--- src/shared/scs_pkg.sv ---
// Package: register map, field layout and types of the SYSREF capture block
package scs_pkg;
  localparam int         ADDR_W      = 12;      // APB byte address width
  localparam int         DATA_W      = 32;      // APB data width
  localparam int         BYTE_W      = 8;       // Register width
  localparam int         NIB_W       = 4;       // Nibble fields
  localparam int         TS_W        = 7;       // Timestamp delay field width
  localparam int         SAMPLE_W    = 14;      // Converter sample width
  localparam int         TS_DEPTH    = 128;     // Delay line length, cycles
  localparam int         IDX_W       = 10;      // Register index width
  // Register indices; byte address is four times the index
  localparam logic [9:0] IDX_CTRL    = 10'h120; // SYSREF control
  localparam logic [9:0] IDX_NSHOT   = 10'h121; // N-shot ignore count
  localparam logic [9:0] IDX_SKEW    = 10'h122; // sysref_skew_windows
  localparam logic [9:0] IDX_TSDLY   = 10'h123; // sysref_timestamp_delay
  localparam logic [9:0] IDX_SHSTAT  = 10'h128; // sysref_setup_hold_status
  localparam logic [9:0] IDX_PHSTAT  = 10'h129; // sysref_divider_phase_status
  localparam logic [9:0] IDX_EVCNT   = 10'h12a; // sysref_event_count
  localparam logic [9:0] IDX_SYNC    = 10'h1ff; // sync_mode_select
  localparam logic [1:0] LOW_ZERO    = 2'h0;    // Word alignment bits
  // Control register fields
  localparam int         FLAGRST_BIT = 6;
  localparam int         TRANS_BIT   = 4;
  localparam int         EDGE_BIT    = 3;
  localparam int         MODE_LSB    = 1;
  localparam int         NEG_LSB     = 2;
  localparam int         POS_LSB     = 0;
  localparam logic [7:0] CTRL_WMASK  = 8'h5e;   // Writable control bits
  localparam logic [7:0] RST_BYTE    = 8'h00;   // Reset value of registers
  // Divider phase in half input clock cycles
  localparam logic [3:0] PHASE_ZERO  = 4'h0;
  localparam logic [3:0] PHASE_STEP  = 4'h2;
  localparam logic [7:0] CNT_ONE     = 8'h01;
  localparam logic [3:0] NIB_ONE     = 4'h1;
  localparam logic [6:0] DLY_NONE    = 7'h00;
  localparam logic [6:0] DLY_ONE     = 7'h01;
  typedef enum logic [1:0] {
    MODE_OFF   = 2'b00,
    MODE_CONT  = 2'b01,
    MODE_NSHOT = 2'b10
  } scs_mode_type;
  typedef enum logic [0:0] {
    NS_ARMED = 1'b0,
    NS_SPENT = 1'b1
  } scs_nshot_type;
  typedef struct packed {
    logic                tag;   // SYSREF timestamp control bit
    logic [SAMPLE_W-1:0] data;  // Converter sample
  } scs_word_type;
endpackage

--- src/verilog/scs_sysref_capture.sv ---
// SYSREF pin synchroniser with clock edge and transition selection
`timescale 1ns/1ps
module scs_sysref_capture (
  input  wire logic clk,
  input  wire logic rst_n,
  input  wire logic clk_en,
  input  wire logic sysref_in,
  input  wire logic edge_fall,
  input  wire logic trans_fall,
  output logic      evt
);
  import scs_pkg::*;

  logic rise1;  // First stage, rising edge
  logic rise2;  // Second stage, rising edge
  logic fall1;  // First stage, falling edge
  logic fall2;  // Second stage, back on rising edge
  logic sel_d;  // Previous selected level
  logic sel;    // Level from the chosen edge

  // Rising edge sampler
  always_ff @(posedge clk) begin
    if (!rst_n) begin
      rise1 <= 1'b0;
      rise2 <= 1'b0;
    end else if (clk_en) begin
      rise1 <= sysref_in;
      rise2 <= rise1;
    end
  end

  // Falling edge sampler, first stage only
  always_ff @(negedge clk) begin
    if (!rst_n) begin
      fall1 <= 1'b0;
    end else if (clk_en) begin
      fall1 <= sysref_in;
    end
  end

  // Edge select picks one synchronised level
  assign sel = edge_fall ? fall2 : rise2;

  // Second falling stage and transition detector
  always_ff @(posedge clk) begin
    if (!rst_n) begin
      fall2 <= 1'b0;
      sel_d <= 1'b0;
      evt   <= 1'b0;
    end else if (clk_en) begin
      fall2 <= fall1;
      sel_d <= sel;
      evt   <= trans_fall ? (sel_d & ~sel) : (~sel_d & sel);
    end
  end
endmodule

--- src/verilog/scs_ts_delay.sv ---
// Programmable delay line for the SYSREF timestamp mark
`timescale 1ns/1ps
module scs_ts_delay #(
  parameter int DEPTH = scs_pkg::TS_DEPTH
) (
  input  wire logic                     clk,
  input  wire logic                     rst_n,
  input  wire logic                     clk_en,
  input  wire logic [$clog2(DEPTH)-1:0] delay,
  input  wire logic                     mark_in,
  output logic                          mark_out
);
  import scs_pkg::*;

  logic [DEPTH-2:0] pipe;  // Mark history, one cycle per bit

  // Shift the mark along each sample clock
  always_ff @(posedge clk) begin
    if (!rst_n) begin
      pipe <= '0;
    end else if (clk_en) begin
      pipe <= {pipe[DEPTH-3:0], mark_in};
    end
  end

  // Tap at the programmed cycle count
  always_comb begin
    if (delay == DLY_NONE) begin
      mark_out = mark_in;
    end else begin
      mark_out = pipe[delay - DLY_ONE];
    end
  end
endmodule

--- src/verilog/scs_sysref_sync.sv ---
// SYSREF capture and synchronisation control with APB registers
`timescale 1ns/1ps
module scs_sysref_sync (
  input  wire logic                     clk,
  input  wire logic                     rst_n,
  input  wire logic                     clk_en,
  input  wire logic                     psel,
  input  wire logic                     penable,
  input  wire logic                     pwrite,
  input  wire logic [scs_pkg::ADDR_W-1:0] paddr,
  input  wire logic [scs_pkg::DATA_W-1:0] pwdata,
  output logic [scs_pkg::DATA_W-1:0]    prdata,
  output logic                          pready,
  output logic                          pslverr,
  input  wire logic                     sysref_in,
  input  wire logic [scs_pkg::SAMPLE_W-1:0] sample_in,
  input  wire logic                     sample_valid,
  output scs_pkg::scs_word_type         out_word,
  output logic                          out_valid,
  output logic                          div_reset,
  output logic                          link_drop
);
  import scs_pkg::*;

  ////////////////////////////////////////////////////////////////////////
  // Helper functions

  // Address matches a register index
  function automatic logic reg_sel(input logic [ADDR_W-1:0] a,
                                   input logic [IDX_W-1:0]  idx);
    reg_sel = (a == {idx, LOW_ZERO});
  endfunction

  // Cycles the capture lags the divider
  function automatic logic [2:0] late_of(input logic [3:0] ph);
    late_of = ph[3:1];
  endfunction

  // Cycles the capture leads the divider
  function automatic logic [2:0] early_of(input logic [3:0] ph);
    early_of = 3'((PHASE_ZERO - ph) >> 1);
  endfunction

  // Capture lies inside the skew tolerance
  function automatic logic in_window(input logic [3:0] ph,
                                     input logic [1:0] neg,
                                     input logic [1:0] pos);
    if (ph[3]) begin
      in_window = (early_of(ph) <= {1'b0, neg});
    end else begin
      in_window = (late_of(ph) <= {1'b0, pos});
    end
  endfunction

  ////////////////////////////////////////////////////////////////////////
  // Declarations

  logic [BYTE_W-1:0] ctrl;        // Flag reset, edge, transition, mode
  logic [NIB_W-1:0]  nshot_cnt;   // Transitions to ignore in N-shot
  logic [NIB_W-1:0]  skew;        // Negative and positive windows
  logic [TS_W-1:0]   tsdly;       // Timestamp delay in cycles
  logic              sync_mode;   // 0 divider sync, 1 timestamp
  logic [NIB_W-1:0]  setup_stat;  // Lead of last capture
  logic [NIB_W-1:0]  hold_stat;   // Lag of last capture
  logic [NIB_W-1:0]  phase_stat;  // Divider phase at last capture
  logic [BYTE_W-1:0] ev_cnt;      // Captured event count
  logic [3:0]        div_cnt;     // Internal divider phase
  scs_nshot_type     ns_state;    // N-shot progress
  logic [NIB_W-1:0]  ign_cnt;     // Transitions ignored so far
  scs_mode_type      mode;        // Decoded mode field
  logic              flag_rst;    // Flags held in reset
  logic              cap_evt;     // Transition from the pin
  logic              captured;    // Transition while enabled
  logic              act;         // Transition acted upon
  logic              hit;         // Capture inside skew window
  logic              realign;     // Capture outside the window
  logic [3:0]        cap_phase;   // Phase seen by this capture
  logic              ts_mark;     // Timestamp event
  logic              tag_now;     // Delayed timestamp mark
  logic              setup_ph;    // APB setup phase
  logic              wr_en;       // APB write completes
  logic              rearm;       // Restart N-shot counting
  logic              mapped;      // Address decodes
  logic [BYTE_W-1:0] rd_byte;     // Read data of addressed register

  ////////////////////////////////////////////////////////////////////////
  // Field decode

  assign mode      = scs_mode_type'(ctrl[MODE_LSB +: 2]);
  assign flag_rst  = ctrl[FLAGRST_BIT];
  assign setup_ph  = psel & ~penable;
  assign wr_en     = psel & penable & pready & pwrite;
  assign cap_phase = 4'(div_cnt + {3'b000, ctrl[EDGE_BIT]});
  assign hit       = in_window(cap_phase, skew[NEG_LSB +: 2], skew[POS_LSB +: 2]);
  assign realign   = act & ~hit;
  assign captured  = cap_evt & (mode != MODE_OFF);
  assign ts_mark   = act & sync_mode;
  assign rearm     = (wr_en & (reg_sel(paddr, IDX_CTRL) | reg_sel(paddr, IDX_NSHOT)))
                   | (mode != MODE_NSHOT);

  ////////////////////////////////////////////////////////////////////////
  // SYSREF front end and timestamp delay

  scs_sysref_capture u_capture (
    .clk        (clk),
    .rst_n      (rst_n),
    .clk_en     (clk_en),
    .sysref_in  (sysref_in),
    .edge_fall  (ctrl[EDGE_BIT]),
    .trans_fall (ctrl[TRANS_BIT]),
    .evt        (cap_evt)
  );

  scs_ts_delay #(
    .DEPTH (TS_DEPTH)
  ) u_delay (
    .clk      (clk),
    .rst_n    (rst_n),
    .clk_en   (clk_en),
    .delay    (tsdly),
    .mark_in  (ts_mark),
    .mark_out (tag_now)
  );

  ////////////////////////////////////////////////////////////////////////
  // APB slave

  // Read mux, address decode
  always_comb begin
    mapped  = 1'b1;
    rd_byte = RST_BYTE;
    if (reg_sel(paddr, IDX_CTRL)) begin
      rd_byte = ctrl;
    end else if (reg_sel(paddr, IDX_NSHOT)) begin
      rd_byte = {{NIB_W{1'b0}}, nshot_cnt};
    end else if (reg_sel(paddr, IDX_SKEW)) begin
      rd_byte = {{NIB_W{1'b0}}, skew};
    end else if (reg_sel(paddr, IDX_TSDLY)) begin
      rd_byte = {1'b0, tsdly};
    end else if (reg_sel(paddr, IDX_SHSTAT)) begin
      rd_byte = {hold_stat, setup_stat};
    end else if (reg_sel(paddr, IDX_PHSTAT)) begin
      rd_byte = {{NIB_W{1'b0}}, phase_stat};
    end else if (reg_sel(paddr, IDX_EVCNT)) begin
      rd_byte = ev_cnt;
    end else if (reg_sel(paddr, IDX_SYNC)) begin
      rd_byte = {{(BYTE_W-1){1'b0}}, sync_mode};
    end else begin
      mapped  = 1'b0;  // Unmapped reads zero
    end
  end

  // One wait state, data latched in setup
  always_ff @(posedge clk) begin
    if (!rst_n) begin
      pready  <= 1'b0;
      prdata  <= '0;
      pslverr <= 1'b0;
    end else if (clk_en) begin
      pready <= psel & penable & ~pready;
      if (setup_ph) begin
        prdata  <= {{(DATA_W-BYTE_W){1'b0}}, rd_byte};
        pslverr <= ~mapped;
      end
    end
  end

  // Writable configuration registers
  always_ff @(posedge clk) begin
    if (!rst_n) begin
      ctrl      <= RST_BYTE;
      nshot_cnt <= RST_BYTE[NIB_W-1:0];
      skew      <= RST_BYTE[NIB_W-1:0];
      tsdly     <= RST_BYTE[TS_W-1:0];
      sync_mode <= 1'b0;
    end else if (clk_en && wr_en) begin
      if (reg_sel(paddr, IDX_CTRL)) begin
        ctrl <= pwdata[BYTE_W-1:0] & CTRL_WMASK;
      end else if (reg_sel(paddr, IDX_NSHOT)) begin
        nshot_cnt <= pwdata[NIB_W-1:0];
      end else if (reg_sel(paddr, IDX_SKEW)) begin
        skew <= pwdata[NIB_W-1:0];
      end else if (reg_sel(paddr, IDX_TSDLY)) begin
        tsdly <= pwdata[TS_W-1:0];
      end else if (reg_sel(paddr, IDX_SYNC)) begin
        sync_mode <= pwdata[0];
      end
    end
  end

  ////////////////////////////////////////////////////////////////////////
  // Mode handling and N-shot counting

  // Which captures are acted upon
  always_comb begin
    case (mode)
      MODE_CONT:  act = captured;
      MODE_NSHOT: act = captured & (ns_state == NS_ARMED)
                      & (ign_cnt == nshot_cnt);
      default:    act = 1'b0;
    endcase
  end

  // N-shot state machine
  always_ff @(posedge clk) begin
    if (!rst_n) begin
      ns_state <= NS_ARMED;
      ign_cnt  <= RST_BYTE[NIB_W-1:0];
    end else if (clk_en) begin
      if (rearm) begin
        ns_state <= NS_ARMED;
        ign_cnt  <= RST_BYTE[NIB_W-1:0];
      end else begin
        case (ns_state)
          NS_ARMED: begin
            if (captured && ign_cnt == nshot_cnt) begin
              ns_state <= NS_SPENT;
            end else if (captured) begin
              ign_cnt <= ign_cnt + NIB_ONE;
            end
          end
          NS_SPENT: begin
            ns_state <= NS_SPENT;  // Wait for rearm
          end
          default: begin
            ns_state <= NS_ARMED;
          end
        endcase
      end
    end
  end

  ////////////////////////////////////////////////////////////////////////
  // Status flags and event counter

  // Setup, hold and phase status
  always_ff @(posedge clk) begin
    if (!rst_n) begin
      setup_stat <= RST_BYTE[NIB_W-1:0];
      hold_stat  <= RST_BYTE[NIB_W-1:0];
      phase_stat <= RST_BYTE[NIB_W-1:0];
    end else if (clk_en) begin
      if (act) begin
        phase_stat <= cap_phase;
      end
      if (flag_rst) begin
        setup_stat <= RST_BYTE[NIB_W-1:0];
        hold_stat  <= RST_BYTE[NIB_W-1:0];
      end else if (act && cap_phase[3]) begin
        setup_stat <= {1'b0, early_of(cap_phase)};
        hold_stat  <= RST_BYTE[NIB_W-1:0];
      end else if (act) begin
        setup_stat <= RST_BYTE[NIB_W-1:0];
        hold_stat  <= {1'b0, late_of(cap_phase)};
      end
    end
  end

  // Wrapping count of captured events
  always_ff @(posedge clk) begin
    if (!rst_n) begin
      ev_cnt <= RST_BYTE;
    end else if (clk_en) begin
      if (flag_rst) begin
        ev_cnt <= RST_BYTE;
      end else if (captured) begin
        ev_cnt <= ev_cnt + CNT_ONE;
      end
    end
  end

  ////////////////////////////////////////////////////////////////////////
  // Divider alignment and link drop

  // Divider runs free unless realigned
  always_ff @(posedge clk) begin
    if (!rst_n) begin
      div_cnt   <= PHASE_ZERO;
      div_reset <= 1'b0;
      link_drop <= 1'b0;
    end else if (clk_en) begin
      if (realign && !sync_mode) begin
        div_cnt   <= PHASE_ZERO;
        div_reset <= 1'b1;
        link_drop <= 1'b1;
      end else begin
        div_cnt   <= div_cnt + PHASE_STEP;
        div_reset <= 1'b0;
        link_drop <= 1'b0;
      end
    end
  end

  ////////////////////////////////////////////////////////////////////////
  // Output word with timestamp bit

  // Tag the sample that meets the delayed mark
  always_ff @(posedge clk) begin
    if (!rst_n) begin
      out_word  <= '0;
      out_valid <= 1'b0;
    end else if (clk_en) begin
      out_valid <= sample_valid;
      if (sample_valid) begin
        out_word.data <= sample_in;
        out_word.tag  <= tag_now;
      end
    end
  end
endmodule

--- config.mk ---
export PLATFORM = sky130hd
export DESIGN_NAME = scs_sysref_sync
export DESIGN_NICKNAME = d
export VERILOG_FILES = /design/src/shared/scs_pkg.sv /design/src/verilog/scs_sysref_capture.sv /design/src/verilog/scs_ts_delay.sv /design/src/verilog/scs_sysref_sync.sv
export SDC_FILE = /design/constraint.sdc
export NUM_CORES = 1
export LEC_CHECK = 0
export BUFFER_PORTS_ARGS = -buffer_cell sky130_fd_sc_hd__buf_2
export CORE_UTILIZATION = 33
export DETAILED_ROUTE_END_ITERATION = 8
export GPL_TIMING_DRIVEN = 0
export SLEW_MARGIN = 20
export SYNTH_ARGS = -nofsm -noshare
export SYNTH_HDL_FRONTEND = slang
export SYNTH_HIERARCHICAL = 1
export SYNTH_SLANG_ARGS = --single-unit
export TNS_END_PERCENT = 5
--- constraint.sdc ---
create_clock -name clk -period 7.1 [get_ports clk]
set_input_delay 0.355 -clock clk [delete_from_list [all_inputs] [get_ports clk]]
set_output_delay 0.355 -clock clk [all_outputs]
set_load 0.005 [all_outputs]
; ---- Yosys cells after proc, flatten, opt, wreduce, memory -nomap -nowiden
; Cells that the tools add are included.
[classes]
n_bitwise = 26
multipliers = 0
n_eq_ne = 14
order_cmp = 3
addsub = 6
reduce_logical = 21
div = 0
muxes = 40
shift = 0
[op_table]
columns = cell, n
row1 = == test 12 x 11 -> 1 bit (second input constant), 8
row2 = two-way mux 8 bit, 9
row3 = two-way mux 4 bit, 11
row4 = two-way mux 1 bit, 17
row5 = AND 1 bit, 13
row6 = AND reduction 2 bit, 6
row7 = inverter 1 bit, 11
row8 = adder 8 x 1 -> 8 bit (second input constant), 1
row9 = < comparator 7 x 8 -> 1 bit (second input constant), 1
row10 = AND reduction 4 bit, 2
row11 = binary-select mux 1 bit (select 7 bit), 1
row12 = zero test 7 bit, 1
row13 = subtractor 7 x 1 -> 7 bit (second input constant), 1
row14 = <= comparator 3 x 2 -> 1 bit, 2
row15 = AND reduction 6 bit, 1
row16 = nonzero test 2 bit, 3
row17 = AND reduction 5 bit, 1
row18 = adder 4 x 1 -> 4 bit, 1
row19 = adder 4 x 1 -> 4 bit (second input constant), 1
row20 = adder 4 x 2 -> 4 bit (second input constant), 1
row21 = == test 4 bit, 1
row22 = logical AND 1 bit, 4
row23 = inequality test 2 bit (second input constant), 2
row24 = case mux 1 bit (2 select lines), 2
row25 = 8 further kinds, 9
[word_totals]
word_cells = 136
romBits = 0
ff_bits = 210
mem_count = 0
mem_bits_rw = 0
latchBits = 0
output_inout_bits = 52
input_bits = 66

; ---- Depth between registers and ports, before layout
; Gate-level depths: netlist (run 1).
[depth]
word_depth = 10
depth_mapped = 13
depth_no_buf = 10

; ---- Modules after synthesis
; The synthesis (run 1) kept the hierarchy.
[by_module_without_submodules]
columns = mod, n_inst, cells_each, area_per_inst_um2
row1 = scs_ts_delay, 1, 519, 6022.0
row2 = scs_sysref_sync, 1, 440, 3772.4
row3 = scs_sysref_capture, 1, 24, 239.0

==> results of run 1 <==
-- per-layer routing --
metal	part of all wire (%)	routed length (µm)
met5	0	0
met4	2.0	459
met1	48	10900
met3	4.1	925
met2	46	10400
-- worst max-delay path, stage by stage, from the launching register on --
cell and delay, ps:
dfxtp_1 300, mux2i_1 130, nor2b_1 60
-- area by class of cell --
class	instances	share of cell area, %
plain buffers	84	3.86
clock buffers	34	6.31
clock inverters	10	0.702
inverters	16	0.510
multi-input cells	699	46.4
flip-flops and latches	207	35.2
well taps	390	4.15
repair buffers	67	2.85
-- sequential cells by signal (all words and copies together), names as in the netlist, 3 cells and up --
signal / cells
u_delay/pipe: 127
out_word: 15
ev_cnt: 8
prdata: 8
tsdly: 7
ctrl: 5
ign_cnt: 4
nshot_cnt: 4
phase_stat: 4
skew: 4
div_cnt: 3
hold_stat: 3
setup_stat: 3
-- through the flow --
| stage | cell area [µm²] | std cells |
|---|---|---|
| final | 11800 | 1507 |
| after global routing | 11800 | 1507 |
| after CTS | 11800 | 1507 |
| after detailed placement | 10900 | 1464 |
| after global placement | 10900 | 1464 |
| after floorplan | 10100 | 1007 |
-- cells by family (layout without fill, tap and decap cells) --
logic type	after synthesis	in the layout	synth area share, %
other	1	25	0.0374
buffers and inverters	101	211	5.16
and+or+nand+nor	316	316	17.6
muxes	211	211	24.8
adders and majority gates	13	13	1.62
xor gates and xnor gates	16	16	1.58
DFF	207	207	41.3
AOI/OAI and AO/OA	118	118	7.84
-- cells in the mapped netlist (2+ instances only) --
library cell,number
buf_4,27
a21boi_0,2
nand4b_1,3
a31oi_1,6
clkbuf_1,29
nand2_1,64
o2bb2ai_1,2
buf_2,10
a32o_1,4
and2_1,5
mux4_2,26
nor2_1,40
a2bb2oi_1,2
o21ai_0,20
nand4_1,6
a32oi_1,2
o2111ai_1,2
or3_1,7
mux2i_1,179
nor4b_1,2
a22oi_1,5
nand3_1,23
inv_1,16
buf_1,15
nand3b_1,3
mux4_1,3
nor3_1,9
o21ai_1,2
xnor2_1,9
o221ai_1,2
xor2_1,6
nand4bb_1,2
o211ai_1,3
nand2b_1,3
a21oi_1,41
nor4_4,2
nor2b_1,137
o31a_1,3
dfxtp_1,207
a2111oi_0,4
mux2_2,3
ha_1,13
and3_1,3
-- cell usage in the layout, fill, tap and decap left out, types with 25 or more instances in the layout --
master | netlist | final
a21oi_1 | 41 | 41
clkbuf_16 | 0 | 27
buf_2 | 10 | 77
nand2_1 | 64 | 64
conb_1 | 1 | 25
nor2b_1 | 137 | 137
clkbuf_1 | 29 | 32
buf_4 | 27 | 27
nor2_1 | 40 | 40
mux4_2 | 26 | 26
dfxtp_1 | 207 | 207
mux2i_1 | 179 | 179
-- worst min path at each step --
stage                                    from                         to  slack (ps)  cells past startpoint
floorplan           hold_stat[2]$_SDFFE_PN0P_  hold_stat[2]$_SDFFE_PN0P_         420                      2
global placement    hold_stat[2]$_SDFFE_PN0P_  hold_stat[2]$_SDFFE_PN0P_         440                      2
detailed placement   out_word[0]$_SDFFE_PN0P_   out_word[0]$_SDFFE_PN0P_         440                      2
CTS                              sample_in[2]   out_word[2]$_SDFFE_PN0P_          50                      3
global route                     sample_in[0]   out_word[0]$_SDFFE_PN0P_          70                      3
finish                          sample_in[10]  out_word[10]$_SDFFE_PN0P_          80                      3
-- report_power, final --
group	switching (mW)	leakage [nW]	internal, mW
logic	0.0833	2.59	0.0652
clock network	0.489	0.410	0.765
registers	0.00434	1.67	1.17
==> metrics.md, run 1 <==
| Metric | Value |
|---|---|
| Synth area leader | `dfxtp_1` |
| RSZ-0062 raised after global routing | `false` |
| Hold-fix buffers, CTS | `0` |
| Worst Path Arrival | `roughly 4600 ps` |
| # Post-CTS Setup Buffers | `0` |
| Util after Layout | `39.5%` |
| Die area | `just over 30000 µm²` |
| Root buffer cell | `clkbuf_16` |
| Floorplan Core Area | `29800 µm²` |
| Post-Synthesis Cells | `983` |
| TritonCTS clock tree | `yes` |
| Num ports | `118` |
| Vias in the first global route | `6961` |
| Critical Path RT | `around 7500 ps` |
| Tightest Pin Transition | `roughly 1000 ps` |
| Area Overhead vs Synth | `17.3%` |
| First-pass GRT wire length | `~37000 µm` |
| Clock buffer count from CTS | `26` |
| GR Overflow Total | `0` |
| Pre-CTS WS | `about 2500 ps` |
| DRC violations left | `0` |
| Post-synthesis cell type count | `74` |
| Critical setup path kind | `reg2reg` |
| H-tree levels | `1` |
| # setup viols final | `0` |
| Number of synthesized flops with an enable pin | `0` |
| Post-route ant nets | `0` |
| Synth warnings | `6` |
| GRT met1 Usage | `19.6%` |
| Seq cells post-synth | `207` |
| Post-synth ARST share | `0%` |
| DR WL/cell | `15.1 µm` |
| Hold WC Path Type | `in2reg` |
| DR pass1 iterations | `5` |
| GPL Wtd Cong | `0.859` |
| Clock transition at path regs | `approximately 60 ps` |
| Startpoint types | `register` |
| Post-CTS Resized | `0` |
| Final Max Slew Viols | `0` |
| Syn Area/Cell | `between 10 and 15 µm²` |
| Drt via density | `4.86` |
| Die height | `176 µm` |
| R2r worst-path depth | `2` |
| IO Port Bufs | `67` |
| GRT Resource Usage Total | `14.5%` |
| Critical Path Source | `u_capture/fall1$_SDFFE_NN0P_` |
| WL final | `approximately 23000 µm` |
| Peak supply drop | `162 µV` |
| Gr busiest metal | `met2` |
| Via count | `7324` |
| Pwr Density | `roughly 220 nW/µm²` |
| Crit-path max FO | `2` |
| Worst-skew pair later-pin latency | `560 ps` |
| TNS Setup | `0 ps` |
| Area of the multi-input gates | `5460 µm²` |
| Initial Util | `33.7%` |
| Main flop type after synthesis | `dfxtp_1` |
| Top-area cell type share of the netlist area | `41.3%` |
| Max-Cap Viols | `0` |
| Synth top area cells | `dfxtp_1 41%, mux2i_1 18%, nor2b_1 8.5%, mux4_2 5.8%, nand2_1 2.4%` |
| Initial antenna violation count | `0` |
| R2R Path End | `u_capture/fall2$_SDFFE_PN0P_` |
| Leakage | `4.67 nW` |
| Max Root-Sink Buffers | `3` |
| Status | `completed` |
| Storage cell area | `4140 µm²` |
| R2r setup slk | `2910 ps` |
| Iter 0 DRT Violations | `399` |
| Die width | `176 µm` |
| Sink Count | `207` |
| Final antenna diode count | `0` |
| Row cnt | `63` |
| Fillers | `2926` |
| Clock skew | `roughly 48 ps` |
| Final setup margin | `2910 ps` |
| Synthesized cell area | `10000 µm²` |
| Largest net degree at the start of global routing | `13` |
| CP endpoint | `u_capture/fall2$_SDFFE_PN0P_` |
| Net count, final | `1181` |
| Fin Hold WS | `77.7 ps` |
| Worst Setup End Kind | `register` |
| Max_slew headroom | `between 30% and 40%` |
| Layout cells sized above 1 | `between 10% and 20%` |
| Final Hold Vio Count | `0` |
| Post-DP HPWL | `16300 µm` |
| M3 GR Usage | `2.41%` |
| Worst reg2reg path startpoint | `u_capture/fall1$_SDFFE_NN0P_` |
| Seq/Total Area, Yosys | `41.3%` |
| Total power | `between 2 and 3 mW` |
| Met2 track utilization from global routing | `about a quarter` |
Note: power is estimated with default switching activity, not from simulation.
==> run 2, diff against run 1 <==
--- a/config.mk
+++ b/config.mk
@@ -5,6 +5,7 @@
 export SDC_FILE = /design/constraint.sdc
 export NUM_CORES = 1
 export LEC_CHECK = 0
+export ABC_AREA = 1
 export BUFFER_PORTS_ARGS = -buffer_cell sky130_fd_sc_hd__buf_2
 export CORE_UTILIZATION = 33
 export DETAILED_ROUTE_END_ITERATION = 8
==> constraint.sdc (replaced) <==
create_clock -name clk -period 4.3 [get_ports clk]
set_input_delay 0.215 -clock clk [delete_from_list [all_inputs] [get_ports clk]]
set_output_delay 0.215 -clock clk [all_outputs]
set_load 0.005 [all_outputs]
==> metrics.md, run 2 <==
| Metric | Value |
|---|---|
| # Post-CTS Setup Buffers | `0 (unchanged)` |
| Failing checks | `negative hold slack` |
| Critical setup path kind | `reg2reg` |
| Hold WC Path Type | `in2reg` |
| TritonCTS clock tree | `yes` |
| Initial antenna violation count | `0 (unchanged)` |
| Drt via density | `4.87 (+0.30%)` |
| Most common cell after layout, fill and taps aside | `nand2_1` |
| Die area | `31500 µm² (+1.4%)` |
| Via count | `9959 (+36%)` |
| Clock buffer count from CTS | `24 (-7.7%)` |
| Num ports | `118 (unchanged)` |
| Largest net degree at the start of global routing | `18 (+5)` |
| Top flop regs | `u_delay/pipe x127, out_word x15` |
| WL final | `30700 µm (+35%)` |
| Sw Pwr | `1.13 mW (+96%)` |
| Clock power share | `44.9% (-3.8 points)` |
| H-tree levels | `1 (unchanged)` |
| Storage cell area | `4140 µm² (unchanged)` |
| Post-DP HPWL | `21500 µm (+32%)` |
| DR pass1 iterations | `5 (unchanged)` |
| Sw frac | `25.2% (+2.8 points)` |
| First-pass GRT wire length | `49400 µm (+35%)` |
| FMAX | `338 MHz` |
| Pwr Density | `371 nW/µm² (+70%)` |
| DR WL/cell | `15.0 µm (-0.31%)` |
| Most frequent cell after synthesis | `nand2_1` |
| Final Hold Vio Count | `1 (+1)` |
| Post-synthesis cell type count | `38 (-49%)` |
| Top-area cell type share of the netlist area | `40.7% (-0.57 points)` |
| Commonest cells post-synth | `240 x nand2_1, 209 x nor2_1, 207 x dfxtp_1, 183 x o21ai_0, 172 x inv_1` |
| Area of the multi-input gates | `4850 µm² (-11%)` |
| Fin Hold WS | `-5.88 ps (-83.6 ps)` |
| Vias in the first global route | `9440 (+36%)` |
| Final antenna diode count | `0 (unchanged)` |
| Seq/Total Area, Yosys | `40.7% (-0.57 points)` |
| Largest Register | `u_delay/pipe` |
| Minimum clock period | `around 3000 ps` |
| Max-Cap Viols | `0 (unchanged)` |
| RSZ-0062 raised after global routing | `false` |
| GPL Wtd Cong | `0.892 (+3.8%)` |
| Iter 0 DRT Violations | `714 (+79%)` |
| Synth warnings | `6 (unchanged)` |
| Die width | `178 µm (+0.69%)` |
| Number of synthesized flops with an enable pin | `0 (unchanged)` |
| Flop pwr share | `45.9% (+0.3 points)` |
| Synth area leader | `dfxtp_1` |
| Worst-skew pair later-pin latency | `580 ps (+20 ps)` |
| Row cnt | `63 (unchanged)` |
| # setup viols final | `0 (unchanged)` |
| Leakage | `5.17 nW (+11%)` |
| Cell-internal power | `3.36 mW (+68%)` |
| Fillers | `3177 (+8.6%)` |
| Max Root-Sink Buffers | `3 (unchanged)` |
| Worst Path Arrival | `3390 ps (-1200 ps)` |
| Max_slew headroom | `53.2% (+19 points)` |
| Seq cells post-synth | `207 (unchanged)` |
| Critical Path RT | `4730 ps (-2780 ps)` |
| Most frequent cells in the layout | `240 x nand2_1, 209 x nor2_1, 207 x dfxtp_1` |
| Root buffer cell | `clkbuf_16` |
| Worst Setup End Kind | `register` |
| DRC violations left | `0 (unchanged)` |
| Startpoint types | `register` |
| IO Port Bufs | `68 (+1.5%)` |
| Final period util | `68.8%` |
| Post-Synthesis Cells | `1498 (+52%)` |
| Synth top area cells | `dfxtp_1 41%, o21ai_0 9.0%, nand2_1 8.9%, a21oi_1 8.3%, nor2_1 7.7%` |
| Clock transition at path regs | `60 ps (about the same)` |
| Area Overhead vs Synth | `18.7%` |
| Status | `finished with violations` |
| Layout cells sized above 1 | `11.9% (-4.7 points)` |
| Post-CTS Resized | `0 (unchanged)` |
| Crit-path max FO | `11 (+9)` |
| Post-synth ARST share | `0% (unchanged)` |
| Synthesized cell area | `10200 µm² (+1.4%)` |
| Post-route ant nets | `0 (unchanged)` |
| Floorplan Core Area | `30000 µm² (+0.53%)` |
| Die height | `178 µm (+0.69%)` |
| Tightest Pin Transition | `701 ps (-288 ps)` |
| TNS Setup | `0 ps (unchanged)` |
| Sink Count | `207 (unchanged)` |
| Main flop type after synthesis | `dfxtp_1` |
| Clock skew | `46.2 ps (-2.23 ps)` |
| Final Max Slew Viols | `0 (unchanged)` |
| Peak supply drop | `260 µV (+61%)` |
| Net count, final | `1716 (+45%)` |
| Initial Util | `34.0% (+0.29 points)` |
| Share of total power in combinational logic | `9.2% (+3.4 points)` |
| Max reg flops | `127 (unchanged)` |
| Syn Area/Cell | `6.79 µm² (-33%)` |
| GR Overflow Total | `0 (unchanged)` |
| GRT Resource Usage Total | `19.7% (+5.2 points)` |
run 2: changes by cell type after synthesis, moves of 10 or more:
cell | before | now
a21oi_1 | 41 | 169
nand2_1 | 64 | 240
nand2_2 | 0 | 10
nor2b_1 | 137 | 0
nand3_1 | 23 | 126
buf_1 | 15 | 4
o21ai_0 | 20 | 183
inv_1 | 16 | 172
clkbuf_1 | 29 | 41
mux2i_1 | 179 | 0
mux4_2 | 26 | 0
o21ai_1 | 2 | 12
nor2_1 | 40 | 209
run 2: logic make-up (layout without fill, tap and decap cells):
group / after synthesis / after routing / synth area share (%)
and+or+nand+nor: 617 / 617 / 26.2
xor gates and xnor gates: 6 / 6 / 0.590
adders and majority gates: 13 / 13 / 1.60
AOI/OAI and AO/OA: 370 / 370 / 18.3
DFF: 207 / 207 / 40.7
buffers and inverters: 284 / 415 / 12.5
other: 1 / 25 / 0.0369
run 2: critical path, stage by stage (launching register included):
cell	delay (ps)
dfxtp_1	320
buf_6	130
inv_2	120
buf_2	300
ha_1	300
buf_4	180
inv_2	70
buf_2	330
nor2_1	90
nand2_1	70
nand3_1	60
nand3_1	80
nand3_1	120
nand3_1	150
nand3_1	110
nand3_1	100
nand2_1	90
o21ai_0	170
nor2_1	60
run 2: cell type report:
| cell class | count | share of cell area (%) |
|---|---|---|
| Buffer | 102 | 4.87 |
| Clock buffer | 35 | 5.81 |
| Clock inverter | 8 | 0.653 |
| Inverter | 181 | 5.64 |
| Multi-Input combinational cell | 1031 | 40.1 |
| Sequential cell | 207 | 34.3 |
| Tap cell | 390 | 4.04 |
| Timing Repair Buffer | 89 | 4.56 |
run 2: power by group through the flow:
stage          registers, mW  logic (mW)  clock network [mW]
2_1_floorplan           2.09       0.271             0.00291
3_3_place_gp            2.10       0.385             0.00291
3_5_place_dp            2.10       0.393             0.00291
4_1_cts                 2.06       0.409                2.06
5_1_grt                 2.07       0.471                2.14
6_report                2.06       0.412                2.02
run 2: repair_timing:
| item | 4_1_cts | 5_1_grt |
|---|---|---|
| hold buffers | 21 | 0 |
| hold endpoints to repair | 21 | 0 |
| endpoints found under the setup margin | 0 | 0 |
run 2: worst paths after layout:
kind / from / slack (ps) / cells after the start / endpoint
worst max-delay path: tsdly[0]$_SDFFE_PN0P_ / 1340 / 18 / out_word[14]$_SDFFE_PN0P_
worst min-delay path: sample_in[6] / -6 / 3 / out_word[6]$_SDFFE_PN0P_
worst max register to register: tsdly[0]$_SDFFE_PN0P_ / 1340 / 18 / out_word[14]$_SDFFE_PN0P_
worst min register to register: hold_stat[2]$_SDFFE_PN0P_ / 460 / 2 / hold_stat[2]$_SDFFE_PN0P_
run 2: routing by layer:
metal,share of wire (%),global-route usage [%],vias up
met1,45,26.4,4518
met2,46,33.4,331
met4,2.1,5.13,0
met3,6.9,2.40,50
met5,0,0,-
li1,-,-,5060
run 2: per-stage QoR:
stage	utilization [%]	cells	setup slack (ps)	instance area, µm²	power (mW)
final	40.3	2043	1340	12100	4.49
after CTS	40.3	2043	1360	12100	4.53
after floorplan	-	1522	1620	10300	2.36
after global routing	40.3	2043	1240	12100	4.68
after detailed placement	37.0	1980	1180	11100	2.50
after global placement	37.0	1980	1200	11100	2.49
